<file path="src/design/zscs_pkg.sv">
// Shared constants and types for the zero/span calibration sequencer.
// Assumes one 50 MHz clock and a time-of-day clock on that clock.
package zscs_pkg;

	// ----------------------------------------
	// Timing
	// ----------------------------------------
	localparam int ZSCS_CLK_HZ = 50_000_000;
	localparam int ZSCS_QUAL_TIME_S = 5;
	// Least time, so whole cycles; 250,000,000 fits in 32 bits
	localparam int ZSCS_QUAL_CYCLES = ZSCS_QUAL_TIME_S * ZSCS_CLK_HZ;

	// ----------------------------------------
	// Sizes and reset values
	// ----------------------------------------
	localparam int ZSCS_NUM_SEQ = 3;
	localparam int ZSCS_NUM_CONTACT = 3;
	localparam int ZSCS_MIN_W = 16;
	localparam logic [2:0] ZSCS_STEPS_NONE = 3'h0;

	// Operating mode; contact index is mode minus one
	typedef enum logic [1:0] {
		ZSCS_SAMPLE = 2'b00,
		ZSCS_ZERO = 2'b01,
		ZSCS_LOW = 2'b10,
		ZSCS_HIGH = 2'b11
	} zscs_mode_t;

	// Who started the step in progress
	typedef enum logic [1:0] {
		ZSCS_SRC_NONE = 2'b00,
		ZSCS_SRC_CONTACT = 2'b01,
		ZSCS_SRC_SCHED = 2'b10,
		ZSCS_SRC_COM = 2'b11
	} zscs_src_t;

	// Time of day as kept by the internal clock
	typedef struct packed {
		logic [6:0] year;
		logic [3:0] month;
		logic [4:0] day;
		logic [4:0] hour;
		logic [5:0] minute;
	} zscs_tod_t;

	// One programmed sequence
	typedef struct packed {
		logic enabled;
		logic calibrate;
		logic zero;
		logic low;
		logic high;
		zscs_tod_t sequence_first_run_time;
		logic [ZSCS_MIN_W-1:0] interval_min;
		logic [ZSCS_MIN_W-1:0] duration_min;
	} zscs_seq_cfg_t;

	// Valve drive; all clear is the sample path
	typedef struct packed {
		logic zero_sel;
		logic low_span_sel;
		logic high_span_sel;
	} zscs_valve_t;

	localparam zscs_valve_t ZSCS_VALVE_SAMPLE = 3'h0;

endpackage

</file>
<file path="src/design/zscs_seq_timer.sv">
// One scheduled sequence: first run at its start date and time, then
// every interval minutes. Assumes tod and minute_tick share clk.
`timescale 1ns/1ps

module zscs_seq_timer import zscs_pkg::*; (
	input wire logic clk,
	input wire logic rst_sync_b,
	input wire zscs_seq_cfg_t cfg,
	input wire zscs_tod_t tod,
	input wire logic minute_tick,
	output logic fire
);

	typedef struct packed {
		logic started;
		logic [ZSCS_MIN_W-1:0] wait_min;
		logic fire;
	} zscs_tmr_st_t;

	zscs_tmr_st_t st;
	zscs_tmr_st_t next_st;

	// ----------------------------------------
	// Schedule
	// ----------------------------------------
	// Clearing enable disarms, so re-enabling waits for the start time again
	always_comb begin
		next_st = st;
		next_st.fire = 1'b0;
		if (!cfg.enabled) begin
			next_st.started = 1'b0;
			next_st.wait_min = '0;
		end else if (minute_tick) begin
			if (!st.started) begin
				if (tod == cfg.sequence_first_run_time) begin
					next_st.fire = 1'b1;
					next_st.started = 1'b1;
					next_st.wait_min = cfg.interval_min;
				end
			end else if (cfg.interval_min != '0) begin
				// Zero interval means run once only
				if (st.wait_min <= ZSCS_MIN_W'(1)) begin
					next_st.fire = 1'b1;
					next_st.wait_min = cfg.interval_min;
				end else begin
					next_st.wait_min = st.wait_min - ZSCS_MIN_W'(1);
				end
			end
		end
	end

	always_ff @(posedge clk or negedge rst_sync_b) begin
		if (!rst_sync_b) begin
			st <= '0;
		end else begin
			st <= next_st;
		end
	end

	assign fire = st.fire;
endmodule // zscs_seq_timer

</file>
<file path="src/design/zscs_sequencer.sv">
// Zero/span calibration sequencer: contact inputs, three scheduled
// sequences and a port command drive the mode and valve outputs.
// Assumes contacts are raw pins; everything else is on clk.
//
// Behaviour
// - Contact closed five seconds enters its mode
// - Contacts accepted in any order
// - Mode held while its contact stays closed
// - Calibrate flag: record values when contact opens
// - Flag clear: return to sample, no record
// - Schedule runs from time-of-day clock
// - Three independent programmed sequences
// - Each sequence zero, low, high or disabled
// - Calibrate flag selects calibration versus check
// - Zero flag gives zero calibration or check
// - Zero check only when enabled, uncalibrated
// - Low flag gives low-span calibration or check
// - High flag gives high-span calibration or check
// - First run at programmed date and time
// - Interval minutes between successive runs
// - Each step of a run lasts programmed duration minutes
// - New initiation overrides sequence in progress
`timescale 1ns/1ps

module zscs_sequencer import zscs_pkg::*; #(
	parameter int QUAL_CYCLES = ZSCS_QUAL_CYCLES
) (
	input wire logic clk,
	input wire logic rst_b,
	input wire logic [ZSCS_NUM_CONTACT-1:0] contact_in,
	input wire logic contact_cal_flag,
	input wire zscs_seq_cfg_t [ZSCS_NUM_SEQ-1:0] seq_cfg,
	input wire zscs_tod_t tod,
	input wire logic minute_tick,
	input wire logic com_start,
	input wire zscs_mode_t com_mode,
	input wire logic com_calibrate,
	input wire logic com_stop,
	output zscs_mode_t mode,
	output zscs_src_t source,
	output logic is_check,
	output logic cal_record,
	output zscs_valve_t valve
);

	localparam int QW = $clog2(QUAL_CYCLES + 1);
	localparam logic [QW-1:0] QUAL_FULL = QW'(QUAL_CYCLES);
	localparam logic [QW-1:0] QUAL_LAST = QW'(QUAL_CYCLES - 1);

	typedef struct packed {
		logic [ZSCS_NUM_CONTACT-1:0] sync1;
		logic [ZSCS_NUM_CONTACT-1:0] sync2;
		logic [ZSCS_NUM_CONTACT-1:0][QW-1:0] qual;
		zscs_mode_t mode;
		zscs_src_t src;
		logic cal;
		logic [2:0] steps_left;
		logic [ZSCS_MIN_W-1:0] dur_left;
		logic [ZSCS_MIN_W-1:0] dur_load;
		logic cal_record;
		zscs_valve_t valve;
	} zscs_main_st_t;

	logic [1:0] rst_pipe;
	logic rst_sync_b;
	zscs_main_st_t st;
	zscs_main_st_t next_st;
	logic [ZSCS_NUM_SEQ-1:0] seq_fire;
	logic [ZSCS_NUM_CONTACT-1:0] closed;
	logic [ZSCS_NUM_CONTACT-1:0] qual_hit;
	logic [1:0] cur_idx;
	logic any_init;

	// ----------------------------------------
	// Reset release
	// ----------------------------------------
	// Assert at once, release two edges later so no flop sees a runt
	always_ff @(posedge clk or negedge rst_b) begin
		if (!rst_b) begin
			rst_pipe <= 2'h0;
		end else begin
			rst_pipe <= {rst_pipe[0], 1'b1};
		end
	end

	assign rst_sync_b = rst_pipe[1];

	// ----------------------------------------
	// Scheduled sequences
	// ----------------------------------------
	// One timer per sequence, each fully independent
	for (genvar g = 0; g < ZSCS_NUM_SEQ; g++) begin : g_seq
		zscs_seq_timer u_timer (
			.clk(clk),
			.rst_sync_b(rst_sync_b),
			.cfg(seq_cfg[g]),
			.tod(tod),
			.minute_tick(minute_tick),
			.fire(seq_fire[g])
		);
	end

	// Picks the first selected step, zero before low before high
	function automatic zscs_mode_t first_step(input logic [2:0] steps);
		zscs_mode_t m;
		m = ZSCS_SAMPLE;
		if (steps[0]) begin
			m = ZSCS_ZERO;
		end else if (steps[1]) begin
			m = ZSCS_LOW;
		end else if (steps[2]) begin
			m = ZSCS_HIGH;
		end
		return m;
	endfunction

	// Contact qualification works on the second synchroniser stage only
	assign closed = st.sync2;
	// Index of the running step; meaningless in SAMPLE, so read only while a step runs
	assign cur_idx = 2'(st.mode) - 2'h1;

	// ----------------------------------------
	// Sequencer
	// ----------------------------------------
	// Endings first, then initiations; later assignments win, so any new
	// initiation overrides what is in progress and an overridden step
	// records nothing.
	always_comb begin
		logic [2:0] steps;
		steps = ZSCS_STEPS_NONE;
		next_st = st;
		next_st.cal_record = 1'b0;
		next_st.sync1 = contact_in;
		next_st.sync2 = st.sync1;
		qual_hit = '0;
		any_init = 1'b0;

		// Per-contact hold timers, reset by any opening
		for (int i = 0; i < ZSCS_NUM_CONTACT; i++) begin
			if (!closed[i]) begin
				next_st.qual[i] = '0;
			end else if (st.qual[i] != QUAL_FULL) begin
				next_st.qual[i] = st.qual[i] + QW'(1);
				qual_hit[i] = (st.qual[i] == QUAL_LAST);
			end
		end

		// End of the step in progress
		unique case (st.src)
			ZSCS_SRC_NONE: begin
			end
			ZSCS_SRC_CONTACT: begin
				if (!closed[cur_idx]) begin
					next_st.cal_record = st.cal;
					next_st.src = ZSCS_SRC_NONE;
					next_st.mode = ZSCS_SAMPLE;
				end
			end
			ZSCS_SRC_SCHED: begin
				if (minute_tick) begin
					if (st.dur_left <= ZSCS_MIN_W'(1)) begin
						next_st.cal_record = st.cal;
						steps = st.steps_left & ~(3'h1 << cur_idx);
						next_st.steps_left = steps;
						next_st.mode = first_step(steps);
						next_st.dur_left = st.dur_load;
						if (steps == ZSCS_STEPS_NONE) begin
							next_st.src = ZSCS_SRC_NONE;
						end
					end else begin
						next_st.dur_left = st.dur_left - ZSCS_MIN_W'(1);
					end
				end
			end
			ZSCS_SRC_COM: begin
				if (com_stop) begin
					next_st.cal_record = st.cal;
					next_st.src = ZSCS_SRC_NONE;
					next_st.mode = ZSCS_SAMPLE;
				end
			end
		endcase

		// Port command
		if (com_start && com_mode != ZSCS_SAMPLE) begin
			any_init = 1'b1;
			next_st.src = ZSCS_SRC_COM;
			next_st.mode = com_mode;
			next_st.cal = com_calibrate;
		end

		// Scheduled runs; lowest sequence number wins a tie
		for (int j = ZSCS_NUM_SEQ - 1; j >= 0; j--) begin
			steps = {seq_cfg[j].high, seq_cfg[j].low, seq_cfg[j].zero};
			if (seq_fire[j] && seq_cfg[j].enabled && steps != ZSCS_STEPS_NONE) begin
				any_init = 1'b1;
				next_st.src = ZSCS_SRC_SCHED;
				next_st.steps_left = steps;
				next_st.mode = first_step(steps);
				next_st.cal = seq_cfg[j].calibrate;
				next_st.dur_left = seq_cfg[j].duration_min;
				next_st.dur_load = seq_cfg[j].duration_min;
			end
		end

		// Contacts; zero before low before high on a tie
		for (int k = ZSCS_NUM_CONTACT - 1; k >= 0; k--) begin
			if (qual_hit[k]) begin
				any_init = 1'b1;
				next_st.src = ZSCS_SRC_CONTACT;
				next_st.mode = zscs_mode_t'(2'(k + 1));
				next_st.cal = contact_cal_flag;
			end
		end

		// Valves follow the mode, sample path when idle
		next_st.valve = ZSCS_VALVE_SAMPLE;
		next_st.valve.zero_sel = (next_st.mode == ZSCS_ZERO);
		next_st.valve.low_span_sel = (next_st.mode == ZSCS_LOW);
		next_st.valve.high_span_sel = (next_st.mode == ZSCS_HIGH);
	end

	always_ff @(posedge clk or negedge rst_sync_b) begin
		if (!rst_sync_b) begin
			st <= '0;
		end else begin
			st <= next_st;
		end
	end

	// ----------------------------------------
	// Outputs
	// ----------------------------------------
	assign mode = st.mode;
	assign source = st.src;
	assign is_check = (st.src != ZSCS_SRC_NONE) && !st.cal;
	assign cal_record = st.cal_record;
	assign valve = st.valve;
endmodule // zscs_sequencer

</file>
<file path="config.mk">
export PLATFORM = sky130hd
export DESIGN_NAME = zscs_sequencer
export DESIGN_NICKNAME = d
export VERILOG_FILES = /design/src/design/zscs_pkg.sv /design/src/design/zscs_seq_timer.sv /design/src/design/zscs_sequencer.sv
export SDC_FILE = /design/constraint.sdc
export NUM_CORES = 1
export LEC_CHECK = 0
export BUFFER_PORTS_ARGS = -buffer_cell sky130_fd_sc_hd__buf_4
export CORE_ASPECT_RATIO = 1.1
export CORE_UTILIZATION = 51
export CTS_CLUSTER_DIAMETER = 120
export CTS_CLUSTER_SIZE = 20
export DETAILED_ROUTE_END_ITERATION = 8
export PLACE_DENSITY = 0.75
export SLEW_MARGIN = 5
export SYNTH_ARGS = -nofsm -noshare
export SYNTH_HDL_FRONTEND = slang
export SYNTH_SLANG_ARGS = --single-unit
</file>
<file path="constraint.sdc">
create_clock -name clk -period 5.8 [get_ports clk]
set_clock_uncertainty 0.05 [all_clocks]
set_input_delay 0 -clock clk [delete_from_list [all_inputs] [get_ports clk]]
set_output_delay 0 -clock clk [all_outputs]
set_load 0.05 [all_outputs]
</file>
==> impl_metrics.prom <==
# TYPE chip_impl_metric gauge
chip_impl_metric{name="max_freq",unit="MHz"} 276
chip_impl_metric{name="route.final.wire_length",unit="µm"} 38400
chip_impl_metric{name="rrSetupSlack",unit="ps"} 2260
chip_impl_metric{name="max_cap_viol_count",unit=""} 0
chip_impl_metric{name="pwr-share-seq",unit="%"} 45.9
chip_impl_info{name="worst_path_max_delay_cell",value="sky130_fd_sc_hd__o311a_1"} 1
chip_impl_metric{name="number_of_setup_violations_in_the_final_report",unit=""} 0
chip_impl_metric{name="route.detailed.vias_per_inst",unit=""} 5.87
chip_impl_metric{name="power.share.clock",unit="%"} 35.3
chip_impl_metric{name="synth-edff-count",unit=""} 0
chip_impl_metric{name="fin_nets",unit=""} 1909
chip_impl_metric{name="ios",unit=""} 240
chip_impl_metric{name="synth_cell_type_count",unit=""} 75
chip_impl_metric{name="clock_tree.htree_level_count",unit=""} 4
chip_impl_metric{name="synth_sequential_area_ratio",unit="%"} 38.7
chip_impl_metric{name="cts_made_buffers",unit=""} 17
chip_impl_metric{name="crit_path_max_incr_delay",unit="ps"} 920
chip_impl_metric{name="vdd.ir_drop.worst",unit="mV"} 0.164
chip_impl_metric{name="slew_headroom",unit="%"} 26.4
chip_impl_metric{name="die_x",unit="µm"} 150
chip_impl_metric{name="drt-pass1-iter-count",unit=""} 4
chip_impl_metric{name="total_number_of_vias",unit=""} 11600
chip_impl_metric{name="grt_antenna_before_repair",unit=""} 2
chip_impl_metric{name="ys_seq_elements",unit=""} 190
chip_impl_info{name="hp-class",value="in2reg"} 1
chip_impl_metric{name="power_switching",unit="W"} 0.000982
chip_impl_info{name="critical_path.startpoint_type",value="primary input"} 1
chip_impl_metric{name="syn_area_per_cell",unit="µm²"} 9.13
chip_impl_metric{name="syn_inst",unit=""} 1347
chip_impl_metric{name="leakagePower",unit="nW"} 7.35
chip_impl_metric{name="asyncSetResetFlopFracSynth",unit="%"} 100
chip_impl_metric{name="clockBufferDepth",unit=""} 2
chip_impl_metric{name="layout.filler_cells",unit=""} 1925
chip_impl_metric{name="required",unit="ps"} 6080
chip_impl_metric{name="total_core_area",unit="µm²"} 23700
chip_impl_metric{name="final_layout_size_suffix_gt1_share",unit="%"} 18.2
chip_impl_info{name="grt_setup_unrepaired",value="no"} 1
chip_impl_metric{name="cts_sinks",unit=""} 190
chip_impl_metric{name="tightest_slew",unit="ps"} 1100
chip_impl_info{name="clock_tree_root",value="sky130_fd_sc_hd__clkbuf_16"} 1
chip_impl_metric{name="finalSetupTns",unit="ps"} 0
chip_impl_metric{name="fin_hold_ws",unit="ps"} 9.63
chip_impl_metric{name="timing.critical_path.fanout_max",unit=""} 29
chip_impl_metric{name="grt_overflow",unit=""} 0
chip_impl_metric{name="detailed_place_hpwl",unit="µm"} 27900
chip_impl_metric{name="start_util",unit="%"} 51.9
chip_impl_metric{name="timing.critical_path.arrival",unit="ps"} 3910
chip_impl_metric{name="insertion_delay_of_the_later_clocked_pin_in_the_worst_skew_pair",unit="ps"} 440
chip_impl_info{name="setup.worst_path.end_class",value="register"} 1
chip_impl_metric{name="fp.dieArea",unit="µm²"} 24700
chip_impl_metric{name="cellInternalPower",unit="W"} 0.00229
chip_impl_metric{name="gp_congestion",unit=""} 1.00
chip_impl_metric{name="clk_transition_reported_paths",unit="ps"} 80
chip_impl_metric{name="power.switching_fraction",unit="%"} 30.0
chip_impl_metric{name="postRouteAntennaNets",unit=""} 0
chip_impl_metric{name="grt_pass1_wl",unit="µm"} 60100
chip_impl_info{name="cp_common_cell",value="sky130_fd_sc_hd__dlygate4sd3_1"} 1
chip_impl_info{name="synth-main-ff-cell",value="sky130_fd_sc_hd__dfrtp_1"} 1
chip_impl_metric{name="wl_per_cell",unit="µm"} 19.4
chip_impl_info{name="layout.cells.most_common",value="sky130_fd_sc_hd__buf_4"} 1
chip_impl_metric{name="final_max_slew_viol_count",unit=""} 0
chip_impl_metric{name="power.density_cell_area",unit="nW/µm²"} 205
chip_impl_metric{name="synth_warnings",unit=""} 0
chip_impl_metric{name="post_cts_resize_count",unit=""} 0
chip_impl_metric{name="port_buffers",unit=""} 239
chip_impl_metric{name="areaGrowthSynthToFinish",unit="%"} 29.6
chip_impl_metric{name="syn-cell-area",unit="µm²"} 12300
chip_impl_info{name="setup.worst_path.class",value="in2reg"} 1
chip_impl_metric{name="drt_drc_violations_left",unit=""} 0
chip_impl_metric{name="floorplan.rows",unit=""} 59
chip_impl_metric{name="initialDrtViolationCount",unit=""} 790
chip_impl_metric{name="grt_pass1_vias",unit=""} 11400
chip_impl_metric{name="final_hold_viol_count",unit=""} 0
chip_impl_info{name="tritoncts_clock_tree",value="yes"} 1
chip_impl_metric{name="pwr-share-comb",unit="%"} 18.8
chip_impl_info{name="most_frequent_cells_in_the_layout",value="sky130_fd_sc_hd__buf_4, sky130_fd_sc_hd__dfrtp_1, sky130_fd_sc_hd__nor2_1, sky130_fd_sc_hd__dlygate4sd3_1, sky130_fd_sc_hd__xnor2_1"} 1
chip_impl_metric{name="global_route.usage.total",unit="%"} 31.5
chip_impl_metric{name="final_min_period_over_clock_period",unit="%"} 62.5
chip_impl_info{name="run_status",value="complete, no violations"} 1
chip_impl_metric{name="min_period",unit="ps"} 3620
chip_impl_metric{name="synth.net_count",unit=""} 1595
chip_impl_metric{name="fp.dieH",unit="µm"} 165
chip_impl_info{name="critical_path_cell_list",value="dlygate4sd3_1 -> buf_4 -> o311a_1 -> nor2_1 -> buf_4 -> a221oi_1 -> dlygate4sd3_1 -> nor2_1 -> dlygate4sd3_1 -> a21o_1"} 1
chip_impl_metric{name="postLayoutCoreUtil",unit="%"} 67.3
chip_impl_metric{name="grt_max_degree",unit=""} 172
==> layer usage <==
| layer | vias to the layer above | wire length, µm | GRT usage [%] | part of all wire (%) |
|---|---|---|---|---|
| met5 | - | 0 | 0 | 0 |
| met1 | 5754 | 16200 | 39.8 | 42 |
| li1 | 5538 | - | - | - |
| met3 | 51 | 1890 | 5.50 | 4.9 |
| met4 | 0 | 896 | 10.1 | 2.3 |
| met2 | 290 | 19400 | 54.4 | 50 |
==> worst max-delay path, delay by kind of cell <==
kind                   cells  cell delay (ps)
buffers and inverters      5             2310
AOI/OAI and AO/OA          3             1360
and+or+nand+nor            2              220
==> cells in the mapped netlist (8+ instances only) <==
| master | number | area, µm² |
|---|---|---|
| sky130_fd_sc_hd__nand4_1 | 40 | 250 |
| sky130_fd_sc_hd__mux2i_1 | 22 | 220 |
| sky130_fd_sc_hd__o21ai_0 | 30 | 150 |
| sky130_fd_sc_hd__nor3b_1 | 8 | 60.1 |
| sky130_fd_sc_hd__nor2_1 | 109 | 409 |
| sky130_fd_sc_hd__o31ai_1 | 8 | 60.1 |
| sky130_fd_sc_hd__a22oi_1 | 11 | 82.6 |
| sky130_fd_sc_hd__and4_1 | 15 | 131 |
| sky130_fd_sc_hd__nand2_1 | 88 | 330 |
| sky130_fd_sc_hd__xor2_1 | 81 | 709 |
| sky130_fd_sc_hd__o22a_1 | 16 | 140 |
| sky130_fd_sc_hd__a21oi_1 | 50 | 250 |
| sky130_fd_sc_hd__o32ai_1 | 10 | 87.6 |
| sky130_fd_sc_hd__nor4_1 | 49 | 307 |
| sky130_fd_sc_hd__and2_1 | 74 | 463 |
| sky130_fd_sc_hd__nor3_1 | 39 | 195 |
| sky130_fd_sc_hd__dfrtp_1 | 190 | 4750 |
| sky130_fd_sc_hd__inv_1 | 30 | 113 |
| sky130_fd_sc_hd__a221oi_1 | 28 | 245 |
| sky130_fd_sc_hd__ha_1 | 17 | 213 |
| sky130_fd_sc_hd__or3_1 | 14 | 87.6 |
| sky130_fd_sc_hd__a21o_1 | 20 | 150 |
| sky130_fd_sc_hd__a21boi_0 | 10 | 75.1 |
| sky130_fd_sc_hd__xnor2_1 | 100 | 876 |
| sky130_fd_sc_hd__nand3_1 | 50 | 250 |
| sky130_fd_sc_hd__or4_1 | 13 | 97.6 |
| sky130_fd_sc_hd__and3_1 | 20 | 125 |
| sky130_fd_sc_hd__clkbuf_1 | 46 | 173 |
| sky130_fd_sc_hd__nor2b_1 | 32 | 200 |
==> final timing paths <==
path	from	to	cells past startpoint
setup / recovery	seq_cfg[127]	st[16]$_DFFE_PN0P_	10
hold / removal	seq_cfg[136]	st[28]$_DFFE_PN0P_	4
setup reg to reg	g_seq[1].u_timer.fire$_DFF_PN0_	st[16]$_DFFE_PN0P_	8
hold reg to reg	rst_pipe[1]$_DFF_PN0_	g_seq[0].u_timer.st[15]$_DFFE_PN0P_	0
max in group asynchronous	rst_pipe[1]$_DFF_PN0_	st[26]$_DFFE_PN0P_	1
min in group asynchronous	rst_pipe[1]$_DFF_PN0_	g_seq[0].u_timer.st[15]$_DFFE_PN0P_	0
==> metrics by stage <==
| stage | total power [W] | cells | setup slack (ps) | instance area, µm² |
|---|---|---|---|---|
| 2_1_floorplan | 0.00183 | 1347 | 63.5 | 12300 |
| 3_3_place_gp | 0.00207 | 1841 | 2830 | 14300 |
| 3_5_place_dp | 0.00209 | 1841 | 2810 | 14300 |
| 4_1_cts | 0.00329 | 1979 | 2270 | 15900 |
| 5_1_grt | 0.00341 | 1981 | 1970 | 15900 |
| 6_report | 0.00328 | 1981 | 2180 | 15900 |
==> layout make-up <==
type                    instances  area [µm²]  area share [%]
well taps                     305         382            2.39
diodes                          2        5.00          0.0314
multi-input cells            1068        7180            45.0
repair buffers                353        2930            18.4
inverters                      31         116           0.730
clock inverters                13         143           0.895
flip-flops and latches        190        4760            29.8
clock buffers                  19         433            2.72
==> cell families after synthesis <==
group,synth area share [%]
XOR/XNOR,12.9
flip-flops,38.7
adder cells (fa/ha/maj),1.73
other,0.0305
AO/OA/AOI/OAI,15.3
AND/OR/NAND/NOR,26.2
buffers and inverters,3.03
multiplexers,2.16
==> registers in the layout, indices dropped and copies added, names as in the netlist <==
register / count
source: 2
st: 120
g_seq.u_timer.st: 51
mode: 2
cal_record: 1
closed: 3
g_seq.u_timer.fire: 3
rst_pipe: 2
next_st: 3
valve: 3
==> power groups by stage <==
stage	sequential (W)	combinational, W	clock [W]
3_3_place_gp	0.00152	0.000554	0
5_1_grt	0.00151	0.000669	0.00123
4_1_cts	0.00150	0.000614	0.00118
6_report	0.00150	0.000615	0.00116
2_1_floorplan	0.00151	0.000326	0
3_5_place_dp	0.00152	0.000565	0
==> what timing repair did <==
| item | CTS | global route |
|---|---|---|
| setup buffers | 0 | 0 |
| hold endpoints to repair | 87 | 0 |
| hold buffers | 106 | 0 |
Note: power is estimated with default switching activity, not from simulation.
